<file path="src/hdl/umtc_pkg.sv">
// package for the usb master transfer control block
package umtc_pkg;
    localparam logic [11:0] CTRL_ADDR      = 12'h000; // control register
    localparam logic [11:0] WCOUNT_ADDR    = 12'h004; // write transfer length, words
    localparam logic [11:0] RCOUNT_ADDR    = 12'h008; // read transfer length, words
    localparam logic [11:0] STATUS_ADDR    = 12'h00c; // fifo level, output stage included
    localparam int          BIT_WRUN       = 0;
    localparam int          BIT_WSTOP      = 1;
    localparam int          BIT_WINIT      = 2;
    localparam int          BIT_RRUN       = 4;
    localparam int          BIT_RSTOP      = 5;
    localparam int          BIT_RINIT      = 6;
    localparam int          BIT_BURST      = 8;
    localparam int          DATA_W         = 32;
    localparam int          FIFO_DEPTH     = 16;
    localparam int          LVL_W          = 5;
    localparam int          CNT_W          = 16;
    localparam logic [3:0]  INIT_CYCLES    = 4'h4; // init sequence length
    localparam logic [31:0] ZERO_WORD      = 32'h0;
endpackage : umtc_pkg

</file>
<file path="src/hdl/umtc_fifo.sv">
// fifo with valid/ready on both sides
`timescale 1ns/1ns
module umtc_fifo #(
    parameter int WIDTH = 32,
    parameter int DEPTH = 16,
    parameter int AW    = 4
) (
    input  wire logic             clk,       // clock
    input  wire logic             rst,       // sync reset, high
    input  wire logic             ce,        // clock enable
    input  wire logic             flush,     // empties the fifo
    input  wire logic [WIDTH-1:0] in_data,   // fill data
    input  wire logic             in_valid,  // fill valid
    output logic                  in_ready,  // not full
    output logic      [WIDTH-1:0] out_data,  // head word
    output logic                  out_valid, // not empty
    input  wire logic             out_ready, // drain ready
    output logic      [AW:0]      level      // words held
);
    logic [WIDTH-1:0] mem [DEPTH];
    logic [AW-1:0]    wp;
    logic [AW-1:0]    rp;
    logic [AW-1:0]    next_wp;
    logic [AW-1:0]    next_rp;
    logic [AW:0]      next_level;
    logic             push;
    logic             pop;

    // full and empty come straight from the level count
    assign in_ready  = (level != (AW+1)'(DEPTH));
    assign out_valid = (level != '0);
    assign out_data  = mem[rp];
    assign push      = in_valid & (level != (AW+1)'(DEPTH));
    assign pop       = out_valid & out_ready;

    // pointer and level update
    always_comb
    begin
        next_wp    = push ? wp + 1'b1 : wp;
        next_rp    = pop ? rp + 1'b1 : rp;
        next_level = level + (AW+1)'(push) - (AW+1)'(pop);
        if (flush)
        begin
            next_wp    = '0;
            next_rp    = '0;
            next_level = '0;
        end
    end

    // state registers; storage has no reset
    always_ff @(posedge clk)
    begin
        if (rst)
        begin
            wp    <= '0;
            rp    <= '0;
            level <= '0;
        end
        else if (ce)
        begin
            wp    <= next_wp;
            rp    <= next_rp;
            level <= next_level;
            if (push && !flush)
                mem[wp] <= in_data;
        end
    end

    // level never passes the depth; push is held off when full
    property p_no_overflow;
        @(posedge clk) disable iff (rst) level <= (AW+1)'(DEPTH);
    endproperty
    a_no_overflow: assert property (p_no_overflow) else $error("fifo level above depth");
endmodule : umtc_fifo

</file>
<file path="src/hdl/umtc_top.sv">
// usb master transfer control: register file, two channels, fifo
`timescale 1ns/1ns
module umtc_top
    import umtc_pkg::*;
(
    input  wire logic                     SYS_CLK,     // 100 mhz clock
    input  wire logic                     RST,         // sync reset, high
    input  wire logic                     CE,          // clock enable
    input  wire logic                     PSEL,        // apb select
    input  wire logic                     PENABLE,     // apb access phase
    input  wire logic                     PWRITE,      // apb direction
    input  wire logic [11:0]              PADDR,       // apb byte address
    input  wire logic [umtc_pkg::DATA_W-1:0] PWDATA,   // apb write data
    output logic      [umtc_pkg::DATA_W-1:0] PRDATA,   // apb read data
    output logic                          PREADY,      // apb ready
    output logic                          PSLVERR,     // apb error
    input  wire logic [umtc_pkg::DATA_W-1:0] USB_WDATA, // data from usb core
    input  wire logic                     USB_WVALID,  // usb word valid
    output logic                          USB_WREADY,  // write channel takes word
    output logic [umtc_pkg::DATA_W-1:0]   BUS_WDATA,   // data toward memory
    output logic                          BUS_WVALID,  // memory word valid
    input  wire logic                     BUS_WREADY,  // memory accepts word
    output logic                          USB_RVALID,  // read word to usb core
    output logic                          BURST_INCR   // burst type select
);
    logic                 wrun, rrun, winit, rinit, burst;
    logic [3:0]           wicnt, ricnt;
    logic [CNT_W-1:0]     wcount, rcount, wleft, rleft;
    logic                 next_wrun, next_rrun, next_winit, next_rinit, next_burst;
    logic [3:0]           next_wicnt, next_ricnt;
    logic [CNT_W-1:0]     next_wcount, next_rcount, next_wleft, next_rleft;
    logic [DATA_W-1:0]    next_prdata;
    logic                 next_pready, next_pslverr;
    logic                 wr_acc, rd_acc, fifo_in_ready, fifo_out_valid, fifo_flush;
    logic [DATA_W-1:0]    fifo_data;
    logic [LVL_W-1:0]     fifo_level;
    logic                 fire_w, fire_r;
    logic                 w_stop, w_init, r_stop, r_init;
    logic                 out_load, next_bus_wvalid, next_usb_wready;
    logic [LVL_W-1:0]     level_after;
    logic [DATA_W-1:0]    next_bus_wdata;

    // a write or read is taken in the access phase; answer is one cycle later
    assign wr_acc = PSEL & PENABLE & PWRITE & ~PREADY;
    assign rd_acc = PSEL & PENABLE & ~PWRITE & ~PREADY;
    assign w_stop = wr_acc & (PADDR == CTRL_ADDR) & PWDATA[BIT_WSTOP];
    assign w_init = wr_acc & (PADDR == CTRL_ADDR) & PWDATA[BIT_WINIT];
    assign r_stop = wr_acc & (PADDR == CTRL_ADDR) & PWDATA[BIT_RSTOP];
    assign r_init = wr_acc & (PADDR == CTRL_ADDR) & PWDATA[BIT_RINIT];
    // write channel takes a word exactly when the usb core sees the handshake
    assign fire_w = USB_WVALID & USB_WREADY;
    // read channel pushes one word per cycle to the usb core
    assign fire_r = rrun & ~rinit;
    // flush only our own fifo, endpoint fifos stay
    assign fifo_flush = winit & (wicnt == 4'h1);
    // output stage refills from the fifo when empty or being taken
    assign out_load = fifo_out_valid & (~BUS_WVALID | BUS_WREADY);
    assign next_bus_wvalid = ~fifo_flush & (out_load | (BUS_WVALID & ~BUS_WREADY));
    assign next_bus_wdata  = out_load ? fifo_data : BUS_WDATA;
    // ready is registered, so it must promise room one cycle ahead
    assign level_after = fifo_flush ? '0 : fifo_level + LVL_W'(fire_w) - LVL_W'(out_load);
    assign next_usb_wready = next_wrun & ~next_winit & (level_after != LVL_W'(FIFO_DEPTH));

    umtc_fifo #(.WIDTH(DATA_W), .DEPTH(FIFO_DEPTH), .AW(LVL_W-1)) u_fifo (
        .clk       (SYS_CLK),
        .rst       (RST),
        .ce        (CE),
        .flush     (fifo_flush),
        .in_data   (USB_WDATA),
        .in_valid  (fire_w),
        .in_ready  (fifo_in_ready),
        .out_data  (fifo_data),
        .out_valid (fifo_out_valid),
        .out_ready (out_load),
        .level     (fifo_level)
    );

    // control next-state; hardware clears beat software sets
    always_comb
    begin
        next_wrun   = wrun;
        next_rrun   = rrun;
        next_winit  = winit;
        next_rinit  = rinit;
        next_wicnt  = wicnt;
        next_ricnt  = ricnt;
        next_burst  = burst;
        next_wcount = wcount;
        next_rcount = rcount;
        next_wleft  = wleft;
        next_rleft  = rleft;
        // set only by a one, zero never stops
        if (wr_acc && PADDR == CTRL_ADDR && PWDATA[BIT_WRUN] && !winit)
        begin
            next_wrun  = 1'b1;
            next_wleft = wcount;
        end
        // set only by a one, zero never stops
        if (wr_acc && PADDR == CTRL_ADDR && PWDATA[BIT_RRUN] && !rinit)
        begin
            next_rrun  = 1'b1;
            next_rleft = rcount;
        end
        if (wr_acc && PADDR == CTRL_ADDR)
            next_burst = PWDATA[BIT_BURST];
        if (wr_acc && PADDR == WCOUNT_ADDR)
            next_wcount = PWDATA[CNT_W-1:0];
        if (wr_acc && PADDR == RCOUNT_ADDR)
            next_rcount = PWDATA[CNT_W-1:0];
        // self clear at end of write transfer
        if (fire_w)
        begin
            next_wleft = wleft - 1'b1;
            if (wleft <= 16'h1)
                next_wrun = 1'b0;
        end
        // self clear at end of read transfer
        if (fire_r)
        begin
            next_rleft = rleft - 1'b1;
            if (rleft <= 16'h1)
                next_rrun = 1'b0;
        end
        if (w_stop)
            next_wrun = 1'b0;
        if (r_stop)
            next_rrun = 1'b0;
        if (w_init)
        begin
            next_winit = 1'b1;
            next_wicnt = INIT_CYCLES;
            next_wrun  = 1'b0;
            next_wleft = '0;
        end
        else if (winit)
        begin
            next_wicnt = wicnt - 1'b1;
            if (wicnt == 4'h1)
                next_winit = 1'b0;
        end
        if (r_init)
        begin
            next_rinit = 1'b1;
            next_ricnt = INIT_CYCLES;
            next_rrun  = 1'b0;
            next_rleft = '0;
        end
        else if (rinit)
        begin
            next_ricnt = ricnt - 1'b1;
            if (ricnt == 4'h1)
                next_rinit = 1'b0;
        end
    end

    // apb answer; unmapped addresses read zero and flag an error
    always_comb
    begin
        next_prdata  = ZERO_WORD;
        next_pslverr = 1'b0;
        next_pready  = PSEL & PENABLE & ~PREADY;
        if (PADDR == CTRL_ADDR)
        begin
            next_prdata[BIT_WRUN]  = wrun;
            next_prdata[BIT_WINIT] = winit;
            next_prdata[BIT_RRUN]  = rrun;
            next_prdata[BIT_RINIT] = rinit;
            next_prdata[BIT_BURST] = burst;
        end
        else if (PADDR == WCOUNT_ADDR)
            next_prdata[CNT_W-1:0] = wcount;
        else if (PADDR == RCOUNT_ADDR)
            next_prdata[CNT_W-1:0] = rcount;
        else if (PADDR == STATUS_ADDR)
            next_prdata[LVL_W-1:0] = fifo_level + LVL_W'(BUS_WVALID); // fifo plus output stage
        else
            next_pslverr = PSEL & PENABLE;
        if (!rd_acc)
            next_prdata = ZERO_WORD;
    end

    // registers
    always_ff @(posedge SYS_CLK)
    begin
        if (RST)
        begin
            wrun <= 1'b0; rrun <= 1'b0; winit <= 1'b0; rinit <= 1'b0;
            wicnt <= '0; ricnt <= '0; burst <= 1'b0;
            wcount <= '0; rcount <= '0; wleft <= '0; rleft <= '0;
            PRDATA <= ZERO_WORD; PREADY <= 1'b0; PSLVERR <= 1'b0;
            USB_WREADY <= 1'b0; BUS_WDATA <= ZERO_WORD; BUS_WVALID <= 1'b0;
            USB_RVALID <= 1'b0; BURST_INCR <= 1'b0;
        end
        else if (CE)
        begin
            wrun <= next_wrun; rrun <= next_rrun;
            winit <= next_winit; rinit <= next_rinit;
            wicnt <= next_wicnt; ricnt <= next_ricnt; burst <= next_burst;
            wcount <= next_wcount; rcount <= next_rcount;
            wleft <= next_wleft; rleft <= next_rleft;
            PRDATA <= next_prdata; PREADY <= next_pready;
            PSLVERR <= next_pslverr & next_pready;
            // registered handshakes on both stream sides
            USB_WREADY <= next_usb_wready;
            BUS_WDATA <= next_bus_wdata;
            BUS_WVALID <= next_bus_wvalid;
            USB_RVALID <= fire_r;
            BURST_INCR <= next_burst;
        end
    end

    property p_wstop;
        @(posedge SYS_CLK) disable iff (RST) CE && w_stop |=> !wrun;
    endproperty
    a_wstop: assert property (p_wstop) else $error("write stop left run set");
    property p_rstop;
        @(posedge SYS_CLK) disable iff (RST) CE && r_stop |=> !rrun;
    endproperty
    a_rstop: assert property (p_rstop) else $error("read stop left run set");
    // init lasts four cycles then clears
    property p_winit;
        @(posedge SYS_CLK) disable iff (RST)
            CE && w_init && !winit ##1 CE [*4] |=> !winit;
    endproperty
    a_winit: assert property (p_winit) else $error("write init stuck");
    property p_rinit;
        @(posedge SYS_CLK) disable iff (RST)
            CE && r_init && !rinit ##1 CE [*4] |=> !rinit;
    endproperty
    a_rinit: assert property (p_rinit) else $error("read init stuck");
    property p_wzero;
        @(posedge SYS_CLK) disable iff (RST)
            CE && wrun && wr_acc && PADDR == CTRL_ADDR && PWDATA[3:0] == 4'h0 && !fire_w
            |=> wrun;
    endproperty
    a_wzero: assert property (p_wzero) else $error("zero stopped write");
    // zero write never clears read run
    property p_rzero;
        @(posedge SYS_CLK) disable iff (RST)
            CE && rrun && rleft > 16'h1 && wr_acc && PADDR == CTRL_ADDR
            && PWDATA[6:4] == 3'h0 |=> rrun;
    endproperty
    a_rzero: assert property (p_rzero) else $error("zero stopped read");
    // zero stop/init bits leave init idle
    property p_noop;
        @(posedge SYS_CLK) disable iff (RST) CE && !winit && !w_init |=> !winit;
    endproperty
    a_noop: assert property (p_noop) else $error("init without request");
    // no words pulled from the usb core while init runs
    property p_flush;
        @(posedge SYS_CLK) disable iff (RST) winit |-> !USB_WREADY && !fire_w;
    endproperty
    a_flush: assert property (p_flush) else $error("usb words taken during init");
    // ready toward the usb core only with room in the fifo
    property p_room;
        @(posedge SYS_CLK) disable iff (RST) USB_WREADY |-> fifo_in_ready;
    endproperty
    a_room: assert property (p_room) else $error("usb ready without fifo room");
    c_wdone: cover property (@(posedge SYS_CLK) wrun ##1 !wrun);
    c_rdone: cover property (@(posedge SYS_CLK) rrun ##1 !rrun);
    c_winit: cover property (@(posedge SYS_CLK) winit ##1 !winit);
endmodule : umtc_top

</file>
<file path="config.mk">
export PLATFORM = sky130hd
export DESIGN_NAME = umtc_top
export DESIGN_NICKNAME = d
export VERILOG_FILES = /design/src/hdl/umtc_pkg.sv /design/src/hdl/umtc_fifo.sv /design/src/hdl/umtc_top.sv
export SDC_FILE = /design/constraint.sdc
export NUM_CORES = 1
export LEC_CHECK = 0
export BUFFER_PORTS_ARGS = -buffer_cell sky130_fd_sc_hd__buf_2
export CAP_MARGIN = 15
export CORE_ASPECT_RATIO = 0.8
export CORE_UTILIZATION = 50
export DETAILED_ROUTE_END_ITERATION = 8
export PLACE_DENSITY = 0.68
export SYNTH_ARGS = -nofsm -noshare
export SYNTH_HDL_FRONTEND = slang
export SYNTH_SLANG_ARGS = --single-unit
</file>
<file path="constraint.sdc">
create_clock -name SYS_CLK -period 4.9 [get_ports SYS_CLK]
set_input_delay 0.245 -clock SYS_CLK [delete_from_list [all_inputs] [get_ports SYS_CLK]]
set_output_delay 0.245 -clock SYS_CLK [all_outputs]
set_load 0.05 [all_outputs]
</file>
==> results.json, run 1 <==
{
  "status": "complete, no violations",
  "worst_ep_required_time_ns": 5.41,
  "clock-sinks": 655,
  "synth_top_family_by_area": "multiplexers",
  "netlist_area_sq_um": 26340,
  "met3_length_mm": 5.084,
  "die_area_sq_um": 53610,
  "max_freq_ghz": 0.2903,
  "cts_tree": "done",
  "ys.flop_type": "edfxtp_1",
  "dr.first_iter.drc_count": 1547,
  "grt_pass1_wl_mm": 92.96,
  "synthMuxAreaShare_pct": 14.33,
  "cts_root_buf": "clkbuf_16",
  "tightest_slew_ns": 1.200,
  "synthDistinctLibCells": 76,
  "grt_setup_unrepaired": "no",
  "worst_ep_arrival_time_ns": 3.96,
  "hold_path.class": "in -> reg",
  "vias": 15290,
  "synth_cells": 1576,
  "port_buffers": 121,
  "cts.clk_slew.worst_paths_ns": 0.06,
  "die_x_um": 258.6,
  "top_layer": "met5",
  "syn_area_per_cell_sq_um": 16.71,
  "dpl.hpwl_mm": 35.32,
  "synthAdderAreaFrac_pct": 1.292,
  "vdd_drop_max_mv": 0.3487,
  "cts_max_path_buffers": 3,
  "ys_seq_area_share_pct": 69.23,
  "synth-compound-area-share_pct": 7.044,
  "leakage_nw": 9.949,
  "synth-xor-area-share_pct": 0.3990,
  "multi_input_area_sq_um": 7692,
  "dr.pass1.iters": 5,
  "met2_length_mm": 28.49,
  "worstSetupPathType": "reg -> reg",
  "ys_warn_count": 0,
  "crit_fanout": 4,
  "skew_ns": 0.03123,
  "grt_max_degree": 67,
  "final_layout_size_suffix_gt1_share_pct": 24.43,
  "cp-start-kind": "flop",
  "area_growth_pct": 15.18,
  "detail-route-antenna-nets": 0,
  "synth_edf_count": 512,
  "maxSlewViolCount": 0,
  "antenna_found_initial": 5,
  "finalSetupViolations": 0,
  "hold_viol_final": 0,
  "synth-simple-area-share_pct": 5.382,
  "async_flop_share_pct": 0,
  "cts_buffers": 60,
  "rows": 74,
  "ys_ff_latch": 655,
  "fin_util_pct": 58.83,
  "fin_nets": 1855,
  "maxCapViolCount": 0,
  "die-height_um": 207.3,
  "ff_latch_area_sq_um": 18250,
  "finalWirelength_mm": 61.38,
  "wl_per_cell_um": 24.71,
  "start_util_pct": 51.08,
  "viasPerCell": 6.156,
  "critPathCaptureType": "flop",
  "powerDensity_nw_per_um2": 439.1,
  "wl_met1_mm": 26.46,
  "htree_levels": 2,
  "nFillCells": 3846,
  "track_usage_pct": 23.09,
  "timing.final.crit_period_ns": 3.445,
  "gp_congestion": 0.8544,
  "grt_pass1_vias": 14970,
  "grt.overflow.total": 0,
  "relSlewSlack_pct": 19.55,
  "tns_ns": 0,
  "worstSkewPairLatency_ns": 0.64,
  "cts-resized-gates": 0,
  "fin_crit_sh_pct": 70.31,
  "route.detailed.drc": 0,
  "io_pins": 154,
  "core_area_sq_um": 51570
}
[kinds of logic after synthesis]
| family | Yosys count |
|---|---|
| simple gates | 292 |
| other cells | 1 |
| mux | 177 |
| xor+xnor | 12 |
| fa+ha+maj | 26 |
| flops | 655 |
| buf+inv | 140 |
| compound gates | 273 |
[cell usage after synthesis (all sizes together) (4+ instances only)]
cell type	instances	area share, %
a211oi	5	0.14
a21o	6	0.17
a21oi	78	1.5
a221o	10	0.38
a22oi	9	0.26
a31oi	10	0.24
a32o	33	1.3
and3	7	0.17
buf	34	0.79
clkbuf	78	1.1
dfxtp	143	11
edfxtp	512	58
ha	24	1.1
inv	28	0.40
mux2i	17	0.65
mux4	160	14
nand2	116	1.7
nand2b	12	0.28
nand3	15	0.28
nand4	7	0.17
nor2	65	0.94
nor2b	7	0.17
nor3	17	0.34
nor4	7	0.24
o21ai	58	1.1
o22ai	10	0.24
o2bb2ai	5	0.17
o311a	6	0.23
o31ai	7	0.20
o32ai	4	0.13
or3	11	0.26
or4	11	0.34
xnor2	6	0.20
xor2	6	0.20
[routing by layer]
| metal | global-route usage (%) | vias up |
|---|---|---|
| li1 | - | 6650 |
| met1 | 34.84 | 7895 |
| met2 | 34.50 | 642 |
| met3 | 4.396 | 102 |
| met4 | 6.346 | 2 |
| met5 | 0 | - |
[metrics by stage]
stage	instances	setup slack (ns)	power (W)	instance area (sq um)	hold WS [ns]
floorplan	1591	0.5618	0.008219	26400	0.3439
global placement	2318	1.504	0.008855	27920	0.4366
detailed placement	2318	1.482	0.008888	27920	0.4397
CTS	2481	1.445	0.01343	30330	0.005063
global route	2484	1.178	0.01381	30340	0.03993
finish	2484	1.455	0.01332	30340	0.03846
[critical path, cell delays in order, from the launching register on]
cell,delay (ns)
dfxtp_1,0.35
inv_1,0.15
ha_1,0.21
or4b_2,0.61
a21boi_4,0.17
ha_1,0.27
inv_1,0.08
ha_1,0.18
inv_1,0.06
fa_1,0.41
nand2b_1,0.16
a21oi_1,0.16
xnor2_1,0.14
nor3_1,0.09
o41ai_1,0.30
[timing repair]
action / 4_1_cts / 5_1_grt
buffers inserted: 0 / 0
hold buffers: 49 / 0
hold endpoints to repair: 550 / 0
[cells in the final DEF, fill, tap and decap left out, drive strengths merged, types with 11 or more instances in the layout]
master       instances
or3                 11
ha                  24
a32o                33
nand2b              12
nand3               15
conb                16
clkinv              24
nor3                17
mux2i               17
buf                155
edfxtp             512
nand2              116
nor2                65
dlygate4sd3         49
inv                 30
o21ai               58
or4                 11
clkbuf              79
dfxtp              143
mux4               160
a21oi               78
[worst paths after layout]
check             startpoint         end  slack (ns)  cells after the start
min                 PADDR[1]   PRDATA[1]        0.04                      3
max reg2reg  u_fifo.level[3]  USB_WREADY        1.45                     14
min reg2reg        PRDATA[2]   PRDATA[2]        0.45                      1
max          u_fifo.level[3]  USB_WREADY        1.45                     14
[area by class of cell]
type	instances	share of cell area, %
diodes	3	0.02474
multi-input cells	796	25.35
inverters	28	0.3464
repair buffers	204	4.990
flip-flops and latches	655	60.14
well taps	684	2.821
clock buffers	79	5.295
clock inverters	35	1.027
[power breakdown]
part | switching [W] | leakage (nW) | internal [W]
Sequential | 0.000195 | 5.76 | 0.00609
Combinational | 0.00138 | 3.27 | 0.00113
Clock | 0.00205 | 0.922 | 0.00248
Total | 0.00362 | 9.95 | 0.00970
[flip-flops by register name (all words and copies together), names as in the netlist, 4 cells and up]
signal / count
wcount: 16
PRDATA: 16
u_fifo.level: 5
BUS_WDATA: 32
wicnt: 4
rcount: 16
ricnt: 4
rleft: 16
wleft: 16
u_fifo.wp: 4
u_fifo.mem: 512
u_fifo.rp: 4
(Power assumes the default switching activity.)
==> run 2: changes to the inputs <==
Clock period 4.9 ns to 3.3 ns, I/O delays scaled along.
==> run 2 against run 1 <==
  * Flip-flop and latch count stayed put
  * Clock power grew 54%
  * Worst hold slack improved by 0.021 ns
  * Critical endpoint is now u_fifo.level[4]
  * Utilization up 0.89 points
  * Via count up 0.74%
  * Die area unchanged
  * Register-to-register slack worse by 1.2 ns
  * Sequential share of layout area is 0.89 points lower
  * Combinational power increased by 60%
  * Critical path depth fell by 1
  * Power increased by 52%
  * Global-route usage grew 1.0 points
==> results.json, run 2 (synthesis results as in run 1) <==
{
  "dp_cells": 2347,
  "grt_use_met3_pct": 4.017,
  "critPathSlowestCell": "or4b_4",
  "die_area_sq_um": 53610,
  "grt_setup_unrepaired": "no",
  "cp-start-kind": "flop",
  "port_buffers": 121,
  "largest_reg_flops": 512,
  "die_x_um": 258.6,
  "critPathCaptureType": "flop",
  "fin_util_pct": 59.72,
  "leakage_nw": 10.18,
  "hold_viol_final": 0,
  "final_cell_mix": "edfxtp_1 (512), mux4_2 (160), dfxtp_1 (139), buf_2 (121), nand2_1 (116)",
  "grtUsageMet1_pct": 35.85,
  "cts_max_path_buffers": 3,
  "maxSlewViolCount": 0,
  "maxCapViolCount": 0,
  "path_cells": "inv_2 -> ha_1 -> or4b_4 -> a21boi_4 -> ha_1 -> inv_1 -> ha_1 -> fa_1 -> a21oi_1 -> o21bai_1 -> xnor2_1 -> or3_1 -> a31oi_1",
  "track_usage_pct": 24.09,
  "detail-route-antenna-nets": 0,
  "largest-register": "u_fifo.mem",
  "hold_path.class": "in -> reg",
  "area_growth_pct": 16.92,
  "cpPeakStageDelay_ns": 0.47,
  "start_util_pct": 51.08,
  "cp-endpoint": "u_fifo.level[4]",
  "worst_ep_arrival_time_ns": 3.53,
  "layout_commonest_cell": "edfxtp_1",
  "worstSkewPairLatency_ns": 0.65,
  "finalWirelength_mm": 63.54,
  "power_w": 0.02020,
  "grt_pass1_wl_mm": 96.55,
  "r2r_cells": 13,
  "final_layout_size_suffix_gt1_share_pct": 25.75,
  "fin_nets": 1891,
  "cpMostUsedCell": "ha_1",
  "die-height_um": 207.3,
  "use_met2_pct": 37.41,
  "route.detailed.drc": 0,
  "tightest_slew_ns": 1.074,
  "io_pins": 154,
  "worst_ep_required_time_ns": 3.81,
  "cts.clk_slew.worst_paths_ns": 0.06,
  "core_area_sq_um": 51570,
  "worstSetupPathType": "reg -> reg",
  "skew_ns": 0.06654,
  "gp_congestion": 0.8673,
  "wl_per_cell_um": 25.23,
  "vias": 15400,
  "top_regs": "u_fifo.mem (512), BUS_WDATA (32)",
  "vdd_drop_max_mv": 0.6018,
  "rr_endpoint": "u_fifo.level[4]",
  "crit_fanout": 4,
  "rows": 74,
  "cts_buffers": 61,
  "powerDensity_nw_per_um2": 656.0,
  "fin_crit_sh_pct": 91.63,
  "cts_root_buf": "clkbuf_16",
  "status": "complete, no violations",
  "max_freq_ghz": 0.3307,
  "cts_tree": "done",
  "relSlewSlack_pct": 28.12,
  "htree_levels": 2,
  "timing.final.crit_period_ns": 3.024,
  "viasPerCell": 6.118,
  "rrSetupSlack_ns": 0.28,
  "grt.overflow.total": 0,
  "grt_max_degree": 69,
  "dr.first_iter.drc_count": 1716,
  "clock-sinks": 655,
  "rr_startpoint": "u_fifo.level[3]",
  "finalSetupViolations": 0,
  "top_usage_layer": "met2",
  "layoutNonFillerInstCount": 2518,
  "dpl.hpwl_mm": 37.13,
  "startpoint": "u_fifo.level[3]",
  "antenna_found_initial": 4,
  "dr.pass1.iters": 5,
  "grt_pass1_vias": 15420
}
==> run 2: cell types whose count changed in the layout (fill, tap and decap cells not counted), moves of 2 or more <==
cell,before,now
buf_4,21,44
buf_12,13,19
dlygate4sd3_1,49,55
clkinv_2,9,14
clkinvlp_4,6,1
nor3_2,5,1
nor3_4,0,4
clkbuf_2,3,0
bufinv_16,3,5
clkbuf_8,3,5
diode_2,3,1
==> run 2: where the power goes <==
part | total [W] | internal [W] | switching (W)
registers | 0.00921 | 0.00904 | 0.000171
clock network | 0.00698 | 0.00392 | 0.00306
logic | 0.00401 | 0.00181 | 0.00220
total | 0.0202 | 0.0148 | 0.00543
==> run 2: final cells by class <==
type | instances | area [sq um]
Clock buffer | 79 | 1644
Timing Repair Buffer | 239 | 1867
Inverter | 28 | 105.1
Clock inverter | 36 | 351.6
Multi-Input combinational cell | 796 | 7725
Fill cell | 3769 | 20770
Tap cell | 684 | 855.8
Antenna cell | 1 | 2.502
Sequential cell | 655 | 18250
==> run 2: worst min path at each step <==
stage / cells after the start / end / slack, ns / start
floorplan: 0 / u_fifo.mem[0][0] / 0.26 / USB_WDATA[0]
global placement: 3 / wcount[3] / 0.43 / PWDATA[3]
detailed placement: 3 / wcount[15] / 0.43 / PWDATA[15]
CTS: 4 / PRDATA[3] / 0.02 / PADDR[2]
global route: 3 / wcount[11] / 0.06 / RST
finish: 4 / BUS_WVALID / 0.06 / BUS_WREADY
==> run 2: routing by layer <==
metal / up-vias / share of wire (%)
met5: - / 0.025
met4: 4 / 1.8
li1: 6709 / -
met3: 87 / 8.3
met1: 7949 / 42
met2: 655 / 47
==> run 2: metrics by stage <==
stage | TNS [ns] | hold slack [ns] | worst slack (ns) | cell area (sq um)
floorplan | -65.70 | 0.2639 | -0.1811 | 26440
global placement | 0 | 0.4260 | 0.09929 | 28250
detailed placement | 0 | 0.4328 | 0.07817 | 28250
CTS | 0 | 0.02420 | 0.06818 | 30790
global route | 0 | 0.06424 | 0.05850 | 30800
finish | 0 | 0.05965 | 0.2761 | 30800
==> run 2: what timing repair did <==
action	4_1_cts	5_1_grt
hold buffers	55	0
setup buffers	0	0
setup endpoints to repair	0	2
hold endpoints to repair	556	0
gates resized for setup	0	1
==> run 2: critical path: cells and delay by family (launching register included) <==
kind                     cells  cell delay, ns
buffers and inverters        2            0.12
XOR/XNOR                     1            0.14
adder cells (fa/ha/maj)      4            1.06
flip-flops                   1            0.35
AO/OA/AOI/OAI                4            0.52
AND/OR/NAND/NOR              2            0.77
==> run 3: changes to the inputs <==
Settings changed: CORE_ASPECT_RATIO 0.8 to not set.
==> run 3 against run 2 <==
  * The run now ends with design-rule violations left
  * Via count is 0.59% lower
  * Clock power is 8.6% higher
  * Sequential share of layout area is 0.16 points lower
  * Worst hold slack worse by 0.016 ns
  * Die area hardly changed
  * Critical endpoint is now USB_WREADY
==> results.json, run 3 (synthesis results as in run 1) <==
{
  "cp_num_buf_inv": 3,
  "fin_nets": 1898,
  "largest_reg_flops": 512,
  "path_cells": "inv_1 -> ha_1 -> or4b_2 -> a21boi_4 -> ha_1 -> inv_1 -> ha_1 -> inv_1 -> fa_2 -> nand2b_1 -> a21oi_2 -> xnor2_1 -> nor3_1 -> o41ai_1",
  "hold_path_depth": 5,
  "die_area_sq_um": 53600,
  "cpPeakStageDelay_ns": 0.61,
  "min-delay-start": "PENABLE",
  "violations": "design-rule violations",
  "start_util_pct": 50.93,
  "area_growth_pct": 17.23,
  "cts_buffers": 67,
  "startpoint": "u_fifo.level[2]",
  "layout_commonest_cell": "edfxtp_1",
  "die_x_um": 231.5,
  "cts_tree": "done",
  "cts_max_path_buffers": 3,
  "grt_max_degree": 81,
  "post_cts_buffers": 0,
  "multi_input_area_sq_um": 7730,
  "final_cell_mix": "edfxtp_1 (512), mux4_2 (160), dfxtp_1 (139), buf_2 (122), nand2_1 (116)",
  "crit_fanout": 2,
  "hold_end": "PREADY",
  "max_freq_ghz": 0.3177,
  "design_area_sq_um": 30880,
  "critPathCaptureType": "flop",
  "worstSetupPathType": "reg -> reg",
  "leakage_nw": 10.26,
  "io_pins": 154,
  "powerDensity_nw_per_um2": 670.9,
  "finalWirelength_mm": 61.61,
  "core_area_sq_um": 51720,
  "placed_area_sq_um": 28100,
  "largest-register": "u_fifo.mem",
  "top_regs": "u_fifo.mem (512), BUS_WDATA (32)",
  "hold_viol_final": 0,
  "dpl.hpwl_mm": 35.77,
  "relSlewSlack_pct": 26.01,
  "cts.clk_slew.worst_paths_ns": 0.06,
  "vias": 15310,
  "n_antenna_cell": 0,
  "tns_ns": 0,
  "rr_startpoint": "u_fifo.level[2]",
  "ff_latch_area_sq_um": 18250,
  "gp_congestion": 0.8465,
  "maxCapViolCount": 0,
  "cp-start-kind": "flop",
  "grt_pass1_wl_mm": 92.67,
  "cts_root_buf": "clkbuf_16",
  "maxSlewViolCount": 0,
  "skew_ns": 0.03904,
  "vdd_drop_max_mv": 0.4557,
  "rrSetupSlack_ns": 0.15,
  "track_usage_pct": 23.42,
  "viasPerCell": 6.077,
  "finalSetupViolations": 0,
  "route.detailed.drc": 1,
  "grt.overflow.total": 0,
  "hold_path.class": "in -> reg",
  "grt_setup_unrepaired": "yes",
  "dr.pass1.iters": 8,
  "worst_ep_required_time_ns": 3.79,
  "rows": 83,
  "worstSkewPairLatency_ns": 0.61,
  "status": "finished with violations",
  "tightest_slew_ns": 1.110,
  "worst_ep_arrival_time_ns": 3.63,
  "antenna_found_initial": 1,
  "wl_per_cell_um": 24.45,
  "htree_levels": 3,
  "dr.first_iter.drc_count": 1422,
  "critPathSlowestCell": "or4b_2",
  "power_w": 0.02072,
  "grt_pass1_vias": 15240,
  "final_layout_size_suffix_gt1_share_pct": 26.52,
  "rr_endpoint": "USB_WREADY",
  "timing.final.crit_period_ns": 3.148,
  "r2r_cells": 14,
  "nFillCells": 3790,
  "port_buffers": 121,
  "fin_crit_sh_pct": 95.38,
  "cp_top_family": "adder cells",
  "clock-sinks": 655,
  "detail-route-antenna-nets": 0,
  "die-height_um": 231.5
}
==> run 3: per-stage QoR <==
stage	cells	setup WS [ns]	util, %	hold WS (ns)
after floorplan	1591	-0.1811	-	0.2639
after global placement	2344	0.1365	54.33	0.4290
after detailed placement	2344	0.1063	54.33	0.4352
after CTS	2519	0.08572	59.68	0.005608
after global routing	2520	-0.01742	59.71	0.04348
final	2520	0.1524	59.71	0.04407
==> run 3: layout make-up <==
class / instances / share of cell area, %
Tap cell: 680 / 2.755
Multi-Input combinational cell: 796 / 25.03
Timing Repair Buffer: 240 / 5.567
Clock inverter: 25 / 0.8752
Inverter: 28 / 0.3404
Sequential cell: 655 / 59.09
Clock buffer: 96 / 6.337
==> run 3: per-layer routing <==
metal  vias to the layer above  wire length, um  track usage (%)
met1                      7842            25320            32.12
met5                         -               13                0
met2                       623            30180            37.96
met4                         2             1665            7.368
met3                       114             4423            4.478
li1                       6732                -                -
==> run 3: worst max path at each step <==
stage | end | slack (ns) | cells past startpoint
floorplan | u_fifo.mem[4][0] | -0.18 | 5
global placement | USB_WREADY | 0.14 | 14
detailed placement | USB_WREADY | 0.11 | 14
CTS | USB_WREADY | 0.09 | 14
global route | USB_WREADY | -0.02 | 14
finish | USB_WREADY | 0.15 | 14
==> run 3: timing repair <==
item                       in CTS  in global routing
resized for setup               0                  3
hold buffers                   54                  0
hold endpoints to repair      558                  0
setup endpoints to repair       0                  2
==> run 3: report_power, final <==
part | internal (W) | switching [W] | total, W
Combinational | 0.00176 | 0.00219 | 0.00395
Clock | 0.00441 | 0.00317 | 0.00758
Sequential | 0.00905 | 0.000147 | 0.00919
==> run 3: worst reg2reg max path, stage by stage (launching register included) <==
cell,delay [ns]
dfxtp_1,0.31
inv_1,0.07
ha_1,0.16
or4b_2,0.61
a21boi_4,0.17
ha_1,0.27
inv_1,0.09
ha_1,0.18
inv_1,0.07
fa_2,0.36
nand2b_1,0.16
a21oi_2,0.14
xnor2_1,0.12
nor3_1,0.06
o41ai_1,0.27
